## config.mk

```make
export PLATFORM = sky130hd
export DESIGN_NAME = mfc_config_regs
export DESIGN_NICKNAME = d
export VERILOG_FILES = /design/src/hw/mfc_pkg.sv /design/src/hw/mfc_config_regs.sv /design/src/hw/mfc_tach_cond.sv
export VERILOG_INCLUDE_DIRS = /design/src /design/src/hw
export SDC_FILE = /design/constraint.sdc
export NUM_CORES = 1
export LEC_CHECK = 0
export ABC_AREA = 1
export ABC_CLOCK_PERIOD_IN_PS = 3400
export BUFFER_PORTS_ARGS = -buffer_cell sky130_fd_sc_hd__buf_4
export CAP_MARGIN = 10
export CORE_UTILIZATION = 30
export DETAILED_ROUTE_END_ITERATION = 8
export PLACE_DENSITY_LB_ADDON = 0.3
export SYNTH_ARGS = -nofsm -noshare
export SYNTH_HDL_FRONTEND = slang
export SYNTH_SLANG_ARGS = --single-unit
```

## constraint.sdc

```tcl
create_clock -name i_clk -period 3.4 [get_ports i_clk]
set_input_delay 0.34 -clock i_clk [delete_from_list [all_inputs] [get_ports i_clk]]
set_output_delay 0.34 -clock i_clk [all_outputs]
set_load 0.01 [all_outputs]
```

## src/hw/mfc_consts.svh

```systemverilog
`ifndef MFC_CONSTS_SVH
`define MFC_CONSTS_SVH

// register offsets on the internal register port
`define MFC_ADDR_FAN_PIN    8'h05
`define MFC_ADDR_OS_CFG     8'h06
`define MFC_ADDR_CONV_RATE  8'h07

// reset values (overtemp config: status bit reads the pin only in alarm mode)
`define MFC_RST_FAN_PIN     8'h14
`define MFC_RST_OS_CFG      8'h01
`define MFC_RST_CONV_RATE   8'h40

// fan and pin config fields
`define MFC_FP_F1_MODE      0
`define MFC_FP_F2_MODE      1
`define MFC_FP_F1_HI        2
`define MFC_FP_F1_LO        3
`define MFC_FP_F2_HI        4
`define MFC_FP_F2_LO        5
`define MFC_FP_OS_EN        6
`define MFC_FP_RST_EN       7

// overtemp config fields
`define MFC_OS_STATUS       0
`define MFC_OS_POL          1
`define MFC_OS_ONE_SHOT     2
`define MFC_OS_HIRES        3
`define MFC_OS_FRAC_LSB     4
`define MFC_OS_FRAC_MSB     7

// conversion rate field
`define MFC_CR_CONTINUOUS   0

// speed codes
`define MFC_CODE_DIV1       2'h0
`define MFC_CODE_ACT_LOW    2'h1

// delay = unit * (8 * n + 6), unit in ns, clock period in ns
`define MFC_DLY_UNIT_NS     1420000
`define MFC_CLK_NS          8
`define MFC_DLY_MUL_SHIFT   3
`define MFC_DLY_ADD         11'h006

`endif

```

## src/hw/mfc_pkg.sv

```systemverilog
package mfc_pkg;

	// one tach input's setup
	typedef struct packed {
		logic       level_mode;
		logic [1:0] code;
	} mfc_tach_cfg_s;

	// function of the shared alarm/reset pin
	typedef enum logic [1:0] {
		MFC_PIN_OFF   = 2'h0,
		MFC_PIN_ALARM = 2'h1,
		MFC_PIN_RESET = 2'h2
	} mfc_pin_mode_e;

	// monitoring delay sequencer, gray along idle -> wait -> start
	typedef enum logic [1:0] {
		MFC_SEQ_IDLE  = 2'h0,
		MFC_SEQ_WAIT  = 2'h1,
		MFC_SEQ_START = 2'h3
	} mfc_seq_e;

endpackage

```

## src/hw/mfc_config_regs.sv

```systemverilog
// Behaviour
// - fan mode bit: 1 level, 0 counting
// - count mode prescale 1,2,4,8 by code
// - level mode: 01 active low, 00 high
// - bit6 only set: pin is overtemp alarm
// - bit7 only: reset; both set: pin off
// - overtemp status bit reads pin in alarm mode, else 0; read-only
// - polarity bit: 1 active high, 0 low
// - mode bit: 1 one-shot, 0 comparator
// - resolution bit: 1 eleven bits, 0 eight
// - bits 7:4 hold low temperature bits
// - continuous bit set: no inserted delay
// - else delay 1.42 ms times (8N+6)
// - N 0..255, ignored when continuous
// - mask register bit7 also picks one-shot
`timescale 1ns/1ns
`default_nettype none
`include "mfc_consts.svh"

module mfc_config_regs #(
	parameter int UNIT_CYCLES = `MFC_DLY_UNIT_NS / `MFC_CLK_NS
) (
	input  wire logic       i_clk,
	input  wire logic       i_reset_n,
	input  wire logic       i_wr_en,
	input  wire logic       i_rd_en,
	input  wire logic [7:0] i_addr,
	input  wire logic [7:0] i_wr_data,
	input  wire logic [7:0] i_count_n,
	input  wire logic       i_monitor_done,
	input  wire logic       i_over_limit,
	input  wire logic       i_alarm_ack,
	input  wire logic       i_mask2_one_shot,
	input  wire logic       i_reset_request,
	input  wire logic       i_temp_wr,
	input  wire logic [3:0] i_temp_frac,
	input  wire logic       i_tach_input_one,
	input  wire logic       i_tach_input_two,
	input  wire logic       i_shared_alarm_reset_pin,
	output logic [7:0]      o_rd_data,
	output logic            o_cycle_start,
	output logic            o_temp_hires,
	output logic [1:0]      o_tach_pulse,
	output logic [1:0]      o_tach_active,
	output logic            o_shared_alarm_reset_pin,
	output logic            o_shared_alarm_reset_pin_oe_n
);
	localparam int UNIT_W = $clog2(UNIT_CYCLES + 1);
	// full-width reset words, so active copies take only their own fields
	localparam logic [7:0] RST_OS_CFG    = `MFC_RST_OS_CFG;
	localparam logic [7:0] RST_CONV_RATE = `MFC_RST_CONV_RATE;

	logic [7:0]           fan_pin_ff;
	logic [7:0]           os_cfg_ff;
	logic [7:0]           conv_rate_ff;
	logic [7:0]           act_fan_pin_ff;
	logic [3:0]           act_os_ff;
	logic                 act_continuous_ff;
	logic [10:0]          act_units_ff;
	mfc_pkg::mfc_seq_e    seq_ff;
	logic [UNIT_W-1:0]    unit_cnt_ff;
	logic [10:0]          units_left_ff;
	logic                 alarm_ff;
	logic                 over_d_ff;
	mfc_pkg::mfc_pin_mode_e pin_mode;
	mfc_pkg::mfc_tach_cfg_s tach_cfg [2];
	logic [1:0]           tach_in;
	logic                 one_shot;
	logic                 in_alarm_mode;

	// alarm or reset function, or off when both or neither set
	always_comb begin
		case ({act_fan_pin_ff[`MFC_FP_RST_EN],
		              act_fan_pin_ff[`MFC_FP_OS_EN]})
			2'h1:    pin_mode = mfc_pkg::MFC_PIN_ALARM;
			2'h2:    pin_mode = mfc_pkg::MFC_PIN_RESET;
			default: pin_mode = mfc_pkg::MFC_PIN_OFF;
		endcase
	end

	// status bit tracks pin in alarm mode (live config)
	assign in_alarm_mode = fan_pin_ff[`MFC_FP_OS_EN] &
	                       ~fan_pin_ff[`MFC_FP_RST_EN];

	// host writes land in the shadow copies at once
	always_ff @(posedge i_clk or negedge i_reset_n) begin
		if (!i_reset_n) begin
			fan_pin_ff   <= `MFC_RST_FAN_PIN;
			conv_rate_ff <= `MFC_RST_CONV_RATE;
		end else if (i_wr_en) begin
			if (i_addr == `MFC_ADDR_FAN_PIN)
				fan_pin_ff <= i_wr_data;
			// upper bits stored as written, host keeps them zero
			if (i_addr == `MFC_ADDR_CONV_RATE)
				conv_rate_ff <= i_wr_data;
		end
	end

	// overtemp config; conversion result beats a host write
	always_ff @(posedge i_clk or negedge i_reset_n) begin
		if (!i_reset_n) begin
			os_cfg_ff <= `MFC_RST_OS_CFG;
		end else begin
			if (i_wr_en && i_addr == `MFC_ADDR_OS_CFG) begin
				os_cfg_ff[`MFC_OS_FRAC_MSB:`MFC_OS_POL] <=
					i_wr_data[`MFC_OS_FRAC_MSB:`MFC_OS_POL];
			end
			// fraction bits, eight-bit mode keeps only the top one
			if (i_temp_wr) begin
				if (act_os_ff[`MFC_OS_HIRES]) begin
					os_cfg_ff[`MFC_OS_FRAC_MSB:`MFC_OS_FRAC_LSB] <= i_temp_frac;
				end else begin
					os_cfg_ff[`MFC_OS_FRAC_MSB:`MFC_OS_FRAC_LSB] <=
						{i_temp_frac[3], 3'h0};
				end
			end
			os_cfg_ff[`MFC_OS_STATUS] <= in_alarm_mode ?
				i_shared_alarm_reset_pin : 1'b0;
		end
	end

	// active copies follow shadows only at cycle start
	always_ff @(posedge i_clk or negedge i_reset_n) begin
		if (!i_reset_n) begin
			act_fan_pin_ff    <= `MFC_RST_FAN_PIN;
			act_os_ff         <= RST_OS_CFG[`MFC_OS_HIRES:`MFC_OS_STATUS];
			act_continuous_ff <= RST_CONV_RATE[`MFC_CR_CONTINUOUS];
			act_units_ff      <= `MFC_DLY_ADD;
		end else if (seq_ff == mfc_pkg::MFC_SEQ_START) begin
			act_fan_pin_ff    <= fan_pin_ff;
			act_os_ff         <= os_cfg_ff[`MFC_OS_HIRES:`MFC_OS_STATUS];
			act_continuous_ff <= conv_rate_ff[`MFC_CR_CONTINUOUS];
			act_units_ff <= (11'(i_count_n) << `MFC_DLY_MUL_SHIFT)
			                + `MFC_DLY_ADD;
		end
	end

	// delay between monitoring cycles, counted in 1.42 ms units
	always_ff @(posedge i_clk or negedge i_reset_n) begin
		if (!i_reset_n) begin
			seq_ff        <= mfc_pkg::MFC_SEQ_START;
			unit_cnt_ff   <= '0;
			units_left_ff <= 11'h000;
		end else begin
			case (seq_ff)
				mfc_pkg::MFC_SEQ_IDLE: begin
					if (i_monitor_done) begin
						unit_cnt_ff   <= '0;
						units_left_ff <= act_units_ff;
						seq_ff <= act_continuous_ff ? mfc_pkg::MFC_SEQ_START
						                            : mfc_pkg::MFC_SEQ_WAIT;
					end
				end
				mfc_pkg::MFC_SEQ_WAIT: begin
					if (unit_cnt_ff == UNIT_W'(UNIT_CYCLES - 1)) begin
						unit_cnt_ff   <= '0;
						units_left_ff <= units_left_ff - 11'h001;
						if (units_left_ff == 11'h001)
							seq_ff <= mfc_pkg::MFC_SEQ_START;
					end else begin
						unit_cnt_ff <= unit_cnt_ff + UNIT_W'(1);
					end
				end
				mfc_pkg::MFC_SEQ_START: seq_ff <= mfc_pkg::MFC_SEQ_IDLE;
				default:                seq_ff <= mfc_pkg::MFC_SEQ_IDLE;
			endcase
		end
	end

	always_ff @(posedge i_clk or negedge i_reset_n) begin
		if (!i_reset_n) begin
			o_cycle_start <= 1'b0;
			o_temp_hires  <= 1'b0;
		end else begin
			o_cycle_start <= (seq_ff == mfc_pkg::MFC_SEQ_START);
			o_temp_hires  <= act_os_ff[`MFC_OS_HIRES];
		end
	end

	// mode bit, mask register bit also selects one-shot
	assign one_shot = act_os_ff[`MFC_OS_ONE_SHOT] | i_mask2_one_shot;

	// alarm: comparator follows limit, one-shot latches until acknowledged
	always_ff @(posedge i_clk or negedge i_reset_n) begin
		if (!i_reset_n) begin
			alarm_ff  <= 1'b0;
			over_d_ff <= 1'b0;
		end else begin
			over_d_ff <= i_over_limit;
			if (!one_shot)
				alarm_ff <= i_over_limit;
			else if (i_over_limit && !over_d_ff)
				alarm_ff <= 1'b1; // new event wins over a same-cycle ack
			else if (i_alarm_ack)
				alarm_ff <= 1'b0;
		end
	end

	// pin drive; oe_n low while driving
	always_ff @(posedge i_clk or negedge i_reset_n) begin
		if (!i_reset_n) begin
			o_shared_alarm_reset_pin      <= 1'b1;
			o_shared_alarm_reset_pin_oe_n <= 1'b1;
		end else begin
			case (pin_mode)
				mfc_pkg::MFC_PIN_ALARM: begin
					o_shared_alarm_reset_pin <=
						alarm_ff ~^ act_os_ff[`MFC_OS_POL];
					o_shared_alarm_reset_pin_oe_n <= 1'b0;
				end
				mfc_pkg::MFC_PIN_RESET: begin
					o_shared_alarm_reset_pin      <= ~i_reset_request;
					o_shared_alarm_reset_pin_oe_n <= 1'b0;
				end
				default: begin
					o_shared_alarm_reset_pin      <= 1'b1;
					o_shared_alarm_reset_pin_oe_n <= 1'b1;
				end
			endcase
		end
	end

	// registered read port; unmapped offsets read zero
	always_ff @(posedge i_clk or negedge i_reset_n) begin
		if (!i_reset_n) begin
			o_rd_data <= 8'h00;
		end else if (i_rd_en) begin
			case (i_addr)
				`MFC_ADDR_FAN_PIN:   o_rd_data <= fan_pin_ff;
				`MFC_ADDR_OS_CFG:    o_rd_data <= os_cfg_ff;
				`MFC_ADDR_CONV_RATE: o_rd_data <= conv_rate_ff;
				default:             o_rd_data <= 8'h00;
			endcase
		end
	end

	// per-fan config from the active copy, field bit order hi:lo
	assign tach_cfg[0] = '{act_fan_pin_ff[`MFC_FP_F1_MODE],
	                       {act_fan_pin_ff[`MFC_FP_F1_HI],
	                        act_fan_pin_ff[`MFC_FP_F1_LO]}};
	assign tach_cfg[1] = '{act_fan_pin_ff[`MFC_FP_F2_MODE],
	                       {act_fan_pin_ff[`MFC_FP_F2_HI],
	                        act_fan_pin_ff[`MFC_FP_F2_LO]}};
	assign tach_in = {i_tach_input_two, i_tach_input_one};

	// one conditioner per fan input
	for (genvar g = 0; g < 2; g++) begin : g_fan
		mfc_tach_cond u_cond (
			.i_clk    (i_clk),
			.i_reset_n(i_reset_n),
			.i_cfg    (tach_cfg[g]),
			.i_tach   (tach_in[g]),
			.o_pulse  (o_tach_pulse[g]),
			.o_active (o_tach_active[g])
		);
	end

endmodule // mfc_config_regs
`default_nettype wire

```

## src/hw/mfc_tach_cond.sv

```systemverilog
`timescale 1ns/1ns
`default_nettype none
`include "mfc_consts.svh"

module mfc_tach_cond (
	input  wire logic                   i_clk,
	input  wire logic                   i_reset_n,
	input  wire mfc_pkg::mfc_tach_cfg_s i_cfg,
	input  wire logic                   i_tach,
	output logic                        o_pulse,
	output logic                        o_active
);
	logic       tach_d_ff;
	logic [2:0] div_ff;
	logic [2:0] div_mask;
	logic       rise;

	assign rise = i_tach & ~tach_d_ff;
	// divisor 1,2,4,8 -> wrap mask 0,1,3,7
	assign div_mask = 3'((4'h1 << i_cfg.code) - 4'h1);

	// edge history
	always_ff @(posedge i_clk or negedge i_reset_n) begin
		if (!i_reset_n) begin
			tach_d_ff <= 1'b0;
		end else begin
			tach_d_ff <= i_tach;
		end
	end

	always_ff @(posedge i_clk or negedge i_reset_n) begin
		if (!i_reset_n) begin
			div_ff  <= 3'h0;
			o_pulse <= 1'b0;
		end else begin
			o_pulse <= 1'b0;
			if (i_cfg.level_mode) begin
				div_ff <= 3'h0;
			end else if (rise) begin
				if ((div_ff & div_mask) == div_mask) begin
					div_ff  <= 3'h0;
					o_pulse <= 1'b1;
				end else begin
					div_ff <= div_ff + 3'h1;
				end
			end
		end
	end

	always_ff @(posedge i_clk or negedge i_reset_n) begin
		if (!i_reset_n) begin
			o_active <= 1'b0;
		end else if (!i_cfg.level_mode) begin
			o_active <= 1'b0;
		end else if (i_cfg.code == `MFC_CODE_ACT_LOW) begin
			o_active <= ~i_tach;
		end else begin
			o_active <= i_tach; // other codes read as active high
		end
	end

endmodule // mfc_tach_cond
`default_nettype wire

```

==> results of run 1 <==
## final timing paths
path,depth (start not counted),start,endpoint,slack (ps)
worst min register to register,1,act_fan_pin_ff[1],g_fan[1].u_cond.o_pulse,470
min in group asynchronous,2,i_reset_n,unit_cnt_ff[14],490
worst max register to register,3,seq_ff[0],act_fan_pin_ff[5],1480
worst min-delay path,1,i_tach_input_one,g_fan[0].u_cond.tach_d_ff,100
max in group asynchronous,3,i_reset_n,o_shared_alarm_reset_pin_oe_n,2070
worst max-delay path,3,seq_ff[0],act_fan_pin_ff[5],1480
## cells in the mapped netlist, drive strengths merged
| cell type | number | share of area (%) |
|---|---|---|
| o31ai | 1 | 0.15 |
| or2 | 3 | 0.37 |
| nor3 | 10 | 1.4 |
| o21a | 1 | 0.15 |
| nand2 | 223 | 17 |
| nand3 | 74 | 7.5 |
| dfstp | 10 | 5.2 |
| nor2 | 58 | 4.5 |
| a21oi | 15 | 1.6 |
| ha | 7 | 1.7 |
| buf | 14 | 1.9 |
| xor2 | 8 | 1.4 |
| o21ai | 46 | 4.6 |
| dfrtp | 91 | 45 |
| clkbuf | 4 | 0.30 |
| inv | 64 | 4.8 |
| o22ai | 3 | 0.37 |
| and2 | 1 | 0.12 |
| clkinv | 1 | 0.074 |
| nand4 | 11 | 1.4 |
| nand3b | 2 | 0.30 |
| a31o | 1 | 0.17 |
## kinds of logic after synthesis
family                     after synthesis  synth area share [%]
AOI/OAI and AO/OA                       67                  7.03
xor gates and xnor gates                 8                  1.39
adders and majority gates                7                  1.73
buffers and inverters                   83                  7.05
DFF                                    101                  50.2
and+or+nand+nor                        382                  32.6
## per-stage QoR
stage	util (%)	area, um2
final	36.2	5980
after global routing	36.2	5980
after CTS	36.2	5980
after detailed placement	34.4	5680
after global placement	34.4	5680
after floorplan	-	5060
## state kept, by name (all words and copies together), names as in the netlist, 3 cells and up
name and flops:
act_fan_pin_ff 8, act_os_ff 3, act_units_ff 8, conv_rate_ff 8
fan_pin_ff 8, g_fan.u_cond.div_ff 6, o_rd_data 8, os_cfg_ff 8
unit_cnt_ff 18, units_left_ff 11
## layout by cell type (no fill, tap or decap)
cell and instances:
a21oi_1 13, a21oi_2 2, a31o_2 1, and2_1 1, buf_4 61, clkbuf_16 9
clkbuf_8 1, clkinv_1 1, clkinv_2 1, clkinv_4 1, clkinvlp_4 1, dfrtp_1 91
dfstp_2 10, dlygate4sd3_1 1, ha_1 7, inv_1 62, inv_2 2, inv_6 1
inv_8 2, nand2_1 217, nand2_2 4, nand2_4 2, nand3_1 72, nand3_2 2
nand3b_1 2, nand4_1 11, nor2_1 55, nor2_2 3, nor3_1 7, nor3_2 2
nor3_4 1, o21a_1 1, o21ai_0 44, o21ai_1 2, o22ai_1 3, o31ai_1 1
or2_2 3, xor2_1 8
## timing repair
action                                  CTS  global route
hold endpoints to repair                 32             0
hold buffers                              1             0
endpoints found under the setup margin    0             0
## per-layer routing
layer | vias up | track usage (%) | wire length (um)
met4 | 0 | 4.13 | 187
met1 | 1941 | 20.1 | 5660
li1 | 2186 | - | -
met5 | - | 0 | 0
met3 | 16 | 4.27 | 543
met2 | 84 | 23.0 | 5520
## final cells by class
type	instances	area [um2]	area share, %
Tap cell	220	275	4.60
Timing Repair Buffer	62	468	7.83
Clock inverter	6	52.6	0.879
Sequential cell	101	2540	42.5
Inverter	65	244	4.08
Multi-Input combinational cell	464	2160	36.1
Clock buffer	10	239	4.00
## where the power goes
part | switching (uW) | internal (uW)
logic | 299 | 202
clock network | 492 | 530
registers | 152 | 1340
total | 942 | 2070
==> qor.yml, run 1 <==
cells_and_area:
  final_nets: 751
  stdcell_count: 928
  drive_above_1_share_pct: 15.4
  diodes: 0
  nFillCells: 1748
  area_delta_synth_final_pct: 18.2
power:
  p_per_area_nw_per_um2: 504
  ir_drop_mv: 0.240
  leakage_uw: 0.00294
  finalPower_uw: 3010
detailed_routing:
  dr.pass1.iters: 6
  postRouteAntennaNets: 0
  drt_iter0_markers: 279
  drt-total-wl_um: 11900
  wire_per_inst_um: 12.8
  num_vias: 4227
  route.detailed.drc: 0
  viasPerCell: 4.55
clock_network:
  clk_latency_ps: 360
  cts_setup_buffers: 0
  cts_buffers: 9
  cts_tree: "built"
  clock_sinks: 101
  ctsResizeCount: 0
  htreeDepth: 3
  cts_buffer_depth: 2
  clk_pin_slew_ps: 70
  cts_root_buf: "clkbuf_16"
synth:
  syn_area_um2: 5060
  synth-seq-cells: 101
  yosys_warnings: 0
  yosysUniqueCellTypes: 33
  postSynthAreaPerCell_um2: 7.80
  yosysSeqAreaShare_pct: 50.2
  synthesis.instances: 648
  syn-num-nets: 696
timing:
  holdWs_ps: 96.5
  setup_ws_ps: 1480
  fmax_mhz: 522
  fin_setup_tns_ps: 0
  finalHoldViolCount: 0
  rsz0062_at_grt: "false"
  min_period_ps: 1920
  tightestPinTransition_ps: 690
  final-setup-viol-count: 0
  finalCritPeriodShare_pct: 56.4
  skew_ps: 7.41
  slew_headroom_pct: 53.7
  slew_violations: 0
floorplan:
  die_area_um2: 17400
  coreArea_um2: 16500
  dieHeight_um: 132
  fp.dieW_um: 132
  start_util_pct: 30.6
  pin_count: 57
  row_count: 47
placement:
  gp_congestion: 0.846
  place_hpwl_um: 8670
  pre_cts_slack_ps: 1450
  numPortBuffers: 56
  dp_cells: 911
setup_path:
  cp-start-kind: "flop"
  required_ps: 3660
  worstSetupPathType: "reg -> reg"
  slowest_stage: "clkinv_1"
  cp_top_family: "buffers and inverters"
  cp_max_fo: 28
  slowest_delay_ps: 690
  path_cells: "nand2_1 > clkinv_1 > o21ai_0"
  crit_path_end_kind: "flop"
  path_buf_inv: 1
  crit_arrival_ps: 2170
global_route:
  grt_max_degree: 38
  gr-usage-all-layers_pct: 14.8
  grt_overflow: 0
  grt_first_pass_wirelength_um: 20500
  antenna_found_initial: 0
  grt_pass1_vias: 4077
outcome:
  run_status: "finished clean"
min_path:
  min_path_type: "in -> reg"
job:
  drv_cap: 0
Note: power is estimated with default switching activity, not from simulation.
==> run 2: changes to the inputs <==
ABC_AREA = 0   (was 1)
ABC_CLOCK_PERIOD_IN_PS = 1700   (was 3400)
clock period = 1.7 ns   (was 3.4 ns; I/O delays follow)
==> run 2 against run 1 <==
The run now ends with setup timing left. First-iteration DRC count increased by 6.1%. Critical path depth increased by 1. Hold slack got worse by 71 ps. Utilization increased by 5.5 points. Clock power increased by 91%. Synthesized cell count decreased by 30%. Design area increased by 7.5%. Sequential cell count unchanged.
==> qor.yml, run 2 <==
synth:
  syn_area_um2: 4820
  synth_top_area_cell: "dfrtp_1"
  yosys_warnings: 0
  netlist_top_cells_count: "dfrtp_1, nand2_1, mux2_2"
  synthesis.instances: 454
  postSynthAreaPerCell_um2: 10.6
  yosysTopAreaCellShare_pct: 47.2
  yosysUniqueCellTypes: 57
  synth_top_flop_cell: "dfrtp_1"
  synth_enable_flop_cells: 0
  ys_top_cells_by_area: "dfrtp_1, mux2_2, dfstp_2"
  synth_most_common_cell: "dfrtp_1"
  yosysSeqAreaShare_pct: 52.7
  synth-seq-cells: 101
  syn-num-nets: 502
  synthArstFlopShare_pct: 100
cells_and_area:
  final_nets: 613
  nFillCells: 1503
  largest_register: "unit_cnt_ff"
  final_area_um2: 6430
  stdcell_count: 781
  drive_above_1_share_pct: 37.4
  mostFrequentLayoutCell: "buf_4"
  reg.largest.list: "unit_cnt_ff (18), units_left_ff (11)"
  diodes: 0
  layout_common_cells: "buf_4, dfrtp_1, nand2_1"
  largest_register_ffs: 18
  area_delta_synth_final_pct: 33.3
placement:
  pre_cts_slack_ps: -269
  dp_cells: 756
  numPortBuffers: 56
  placed_area_um2: 5960
  gp_congestion: 0.824
  place_hpwl_um: 8860
power:
  ir_drop_mv: 0.506
  p_per_area_nw_per_um2: 850
  leakage_uw: 0.00292
detailed_routing:
  viasPerCell: 4.99
  drt_iter0_markers: 296
  drt-total-wl_um: 12100
  dr.pass1.iters: 4
  wire_per_inst_um: 15.6
  postRouteAntennaNets: 0
  route.detailed.drc: 0
  num_vias: 3897
global_route:
  grt_first_pass_wirelength_um: 20000
  grt_max_degree: 44
  grt_pass1_vias: 4059
  grt_overflow: 0
  antenna_found_initial: 0
  gr-usage-all-layers_pct: 15.6
clock_network:
  cts_tree: "built"
  clk_latency_ps: 350
  cts_buffer_depth: 2
  cts_root_buf: "clkbuf_16"
  htreeDepth: 3
  clk_pin_slew_ps: 60
  clock_sinks: 101
  cts_buffers: 9
floorplan:
  dieHeight_um: 129
  start_util_pct: 31.3
  row_count: 45
  die_area_um2: 16600
  coreArea_um2: 15400
  pin_count: 57
  fp.dieW_um: 129
outcome:
  run_status: "finished with violations"
  violations: "setup timing"
timing:
  finalHoldViolCount: 0
  slew_violations: 0
  tightestPinTransition_ps: 641
  slew_headroom_pct: 57.0
  skew_ps: 8.40
  rsz0062_at_grt: "true"
  setup_ws_ps: -193
  min_period_ps: 1890
  final-setup-viol-count: 20
  holdWs_ps: 25.7
  finalCritPeriodShare_pct: 111
  fmax_mhz: 528
min_path:
  min_path_type: "in -> reg"
setup_path:
  required_ps: 1920
  cp-start-kind: "flop"
  crit_path_end_kind: "flop"
  crit_arrival_ps: 2110
  worstSetupPathType: "reg -> reg"
  cp_max_fo: 5
job:
  drv_cap: 0
-- run 2: worst paths after layout --
check,depth (start not counted),from,slack [ps],endpoint
setup / recovery,4,unit_cnt_ff[5],-190,units_left_ff[7]
hold / removal,3,i_shared_alarm_reset_pin,30,os_cfg_ff[0]
setup reg to reg,4,unit_cnt_ff[5],-190,units_left_ff[7]
hold reg to reg,1,fan_pin_ff[7],460,os_cfg_ff[0]
max in group asynchronous,3,i_reset_n,760,act_fan_pin_ff[4]
min in group asynchronous,2,i_reset_n,300,unit_cnt_ff[17]
-- run 2: per-layer routing --
layer  track usage (%)  vias to the layer above  wire length (um)
met5                 0                        -                 0
met3              4.41                       24               666
met1              19.5                     1910              5300
li1                  -                     1847                 -
met2              26.1                      116              5890
met4              4.98                        0               291
-- run 2: worst max-delay path, stage by stage, from the launching register on --
cell and delay [ps]:
dfrtp_1 420, or3_1 380, or4_4 600, o41ai_2 250
o21ai_1 110
-- run 2: stage by stage --
stage / total power, uW / utilization, % / setup TNS [ps]
CTS: 5510 / 40.9 / -1620
finish: 5460 / 41.7 / -1750
global route: 5740 / 41.7 / -3860
detailed placement: 3510 / 38.6 / -5390
floorplan: 3080 / - / -1530
global placement: 3480 / 38.6 / -4260
-- run 2: what timing repair did --
item | 4_1_cts | 5_1_grt
gates resized for setup | 4 | 29
cloned | 1 | 0
setup buffers | 1 | 3
hold endpoints to repair | 29 | 0
pin swaps | 3 | 5
endpoints found under the setup margin | 17 | 28
hold buffers | 4 | 0
-- run 2: layout make-up --
cell class	count	area, um2	area share (%)
Sequential cell	101	2540	39.5
Multi-Input combinational cell	311	2300	35.7
Timing Repair Buffer	117	957	14.9
Tap cell	211	264	4.11
Clock buffer	12	246	3.83
Inverter	25	93.8	1.46
Clock inverter	4	31.3	0.487
-- run 2: report_power, final --
| group | switching, uW | internal (uW) |
|---|---|---|
| sequential | 137 | 2570 |
| combinational | 379 | 428 |
| clock | 911 | 1040 |
| total | 1430 | 4040 |
-- run 2: cells by family (layout without fill, tap and decap cells) --
group           after synthesis  after routing  share of synthesized area, %
fa+ha+maj                     7              7                          1.82
flops                       101            101                          52.7
mux                          48             48                          11.1
xor+xnor                      8              8                          1.45
compound gates               99             99                          12.7
simple gates                149            149                          16.7
buf+inv                      42            158                          3.61
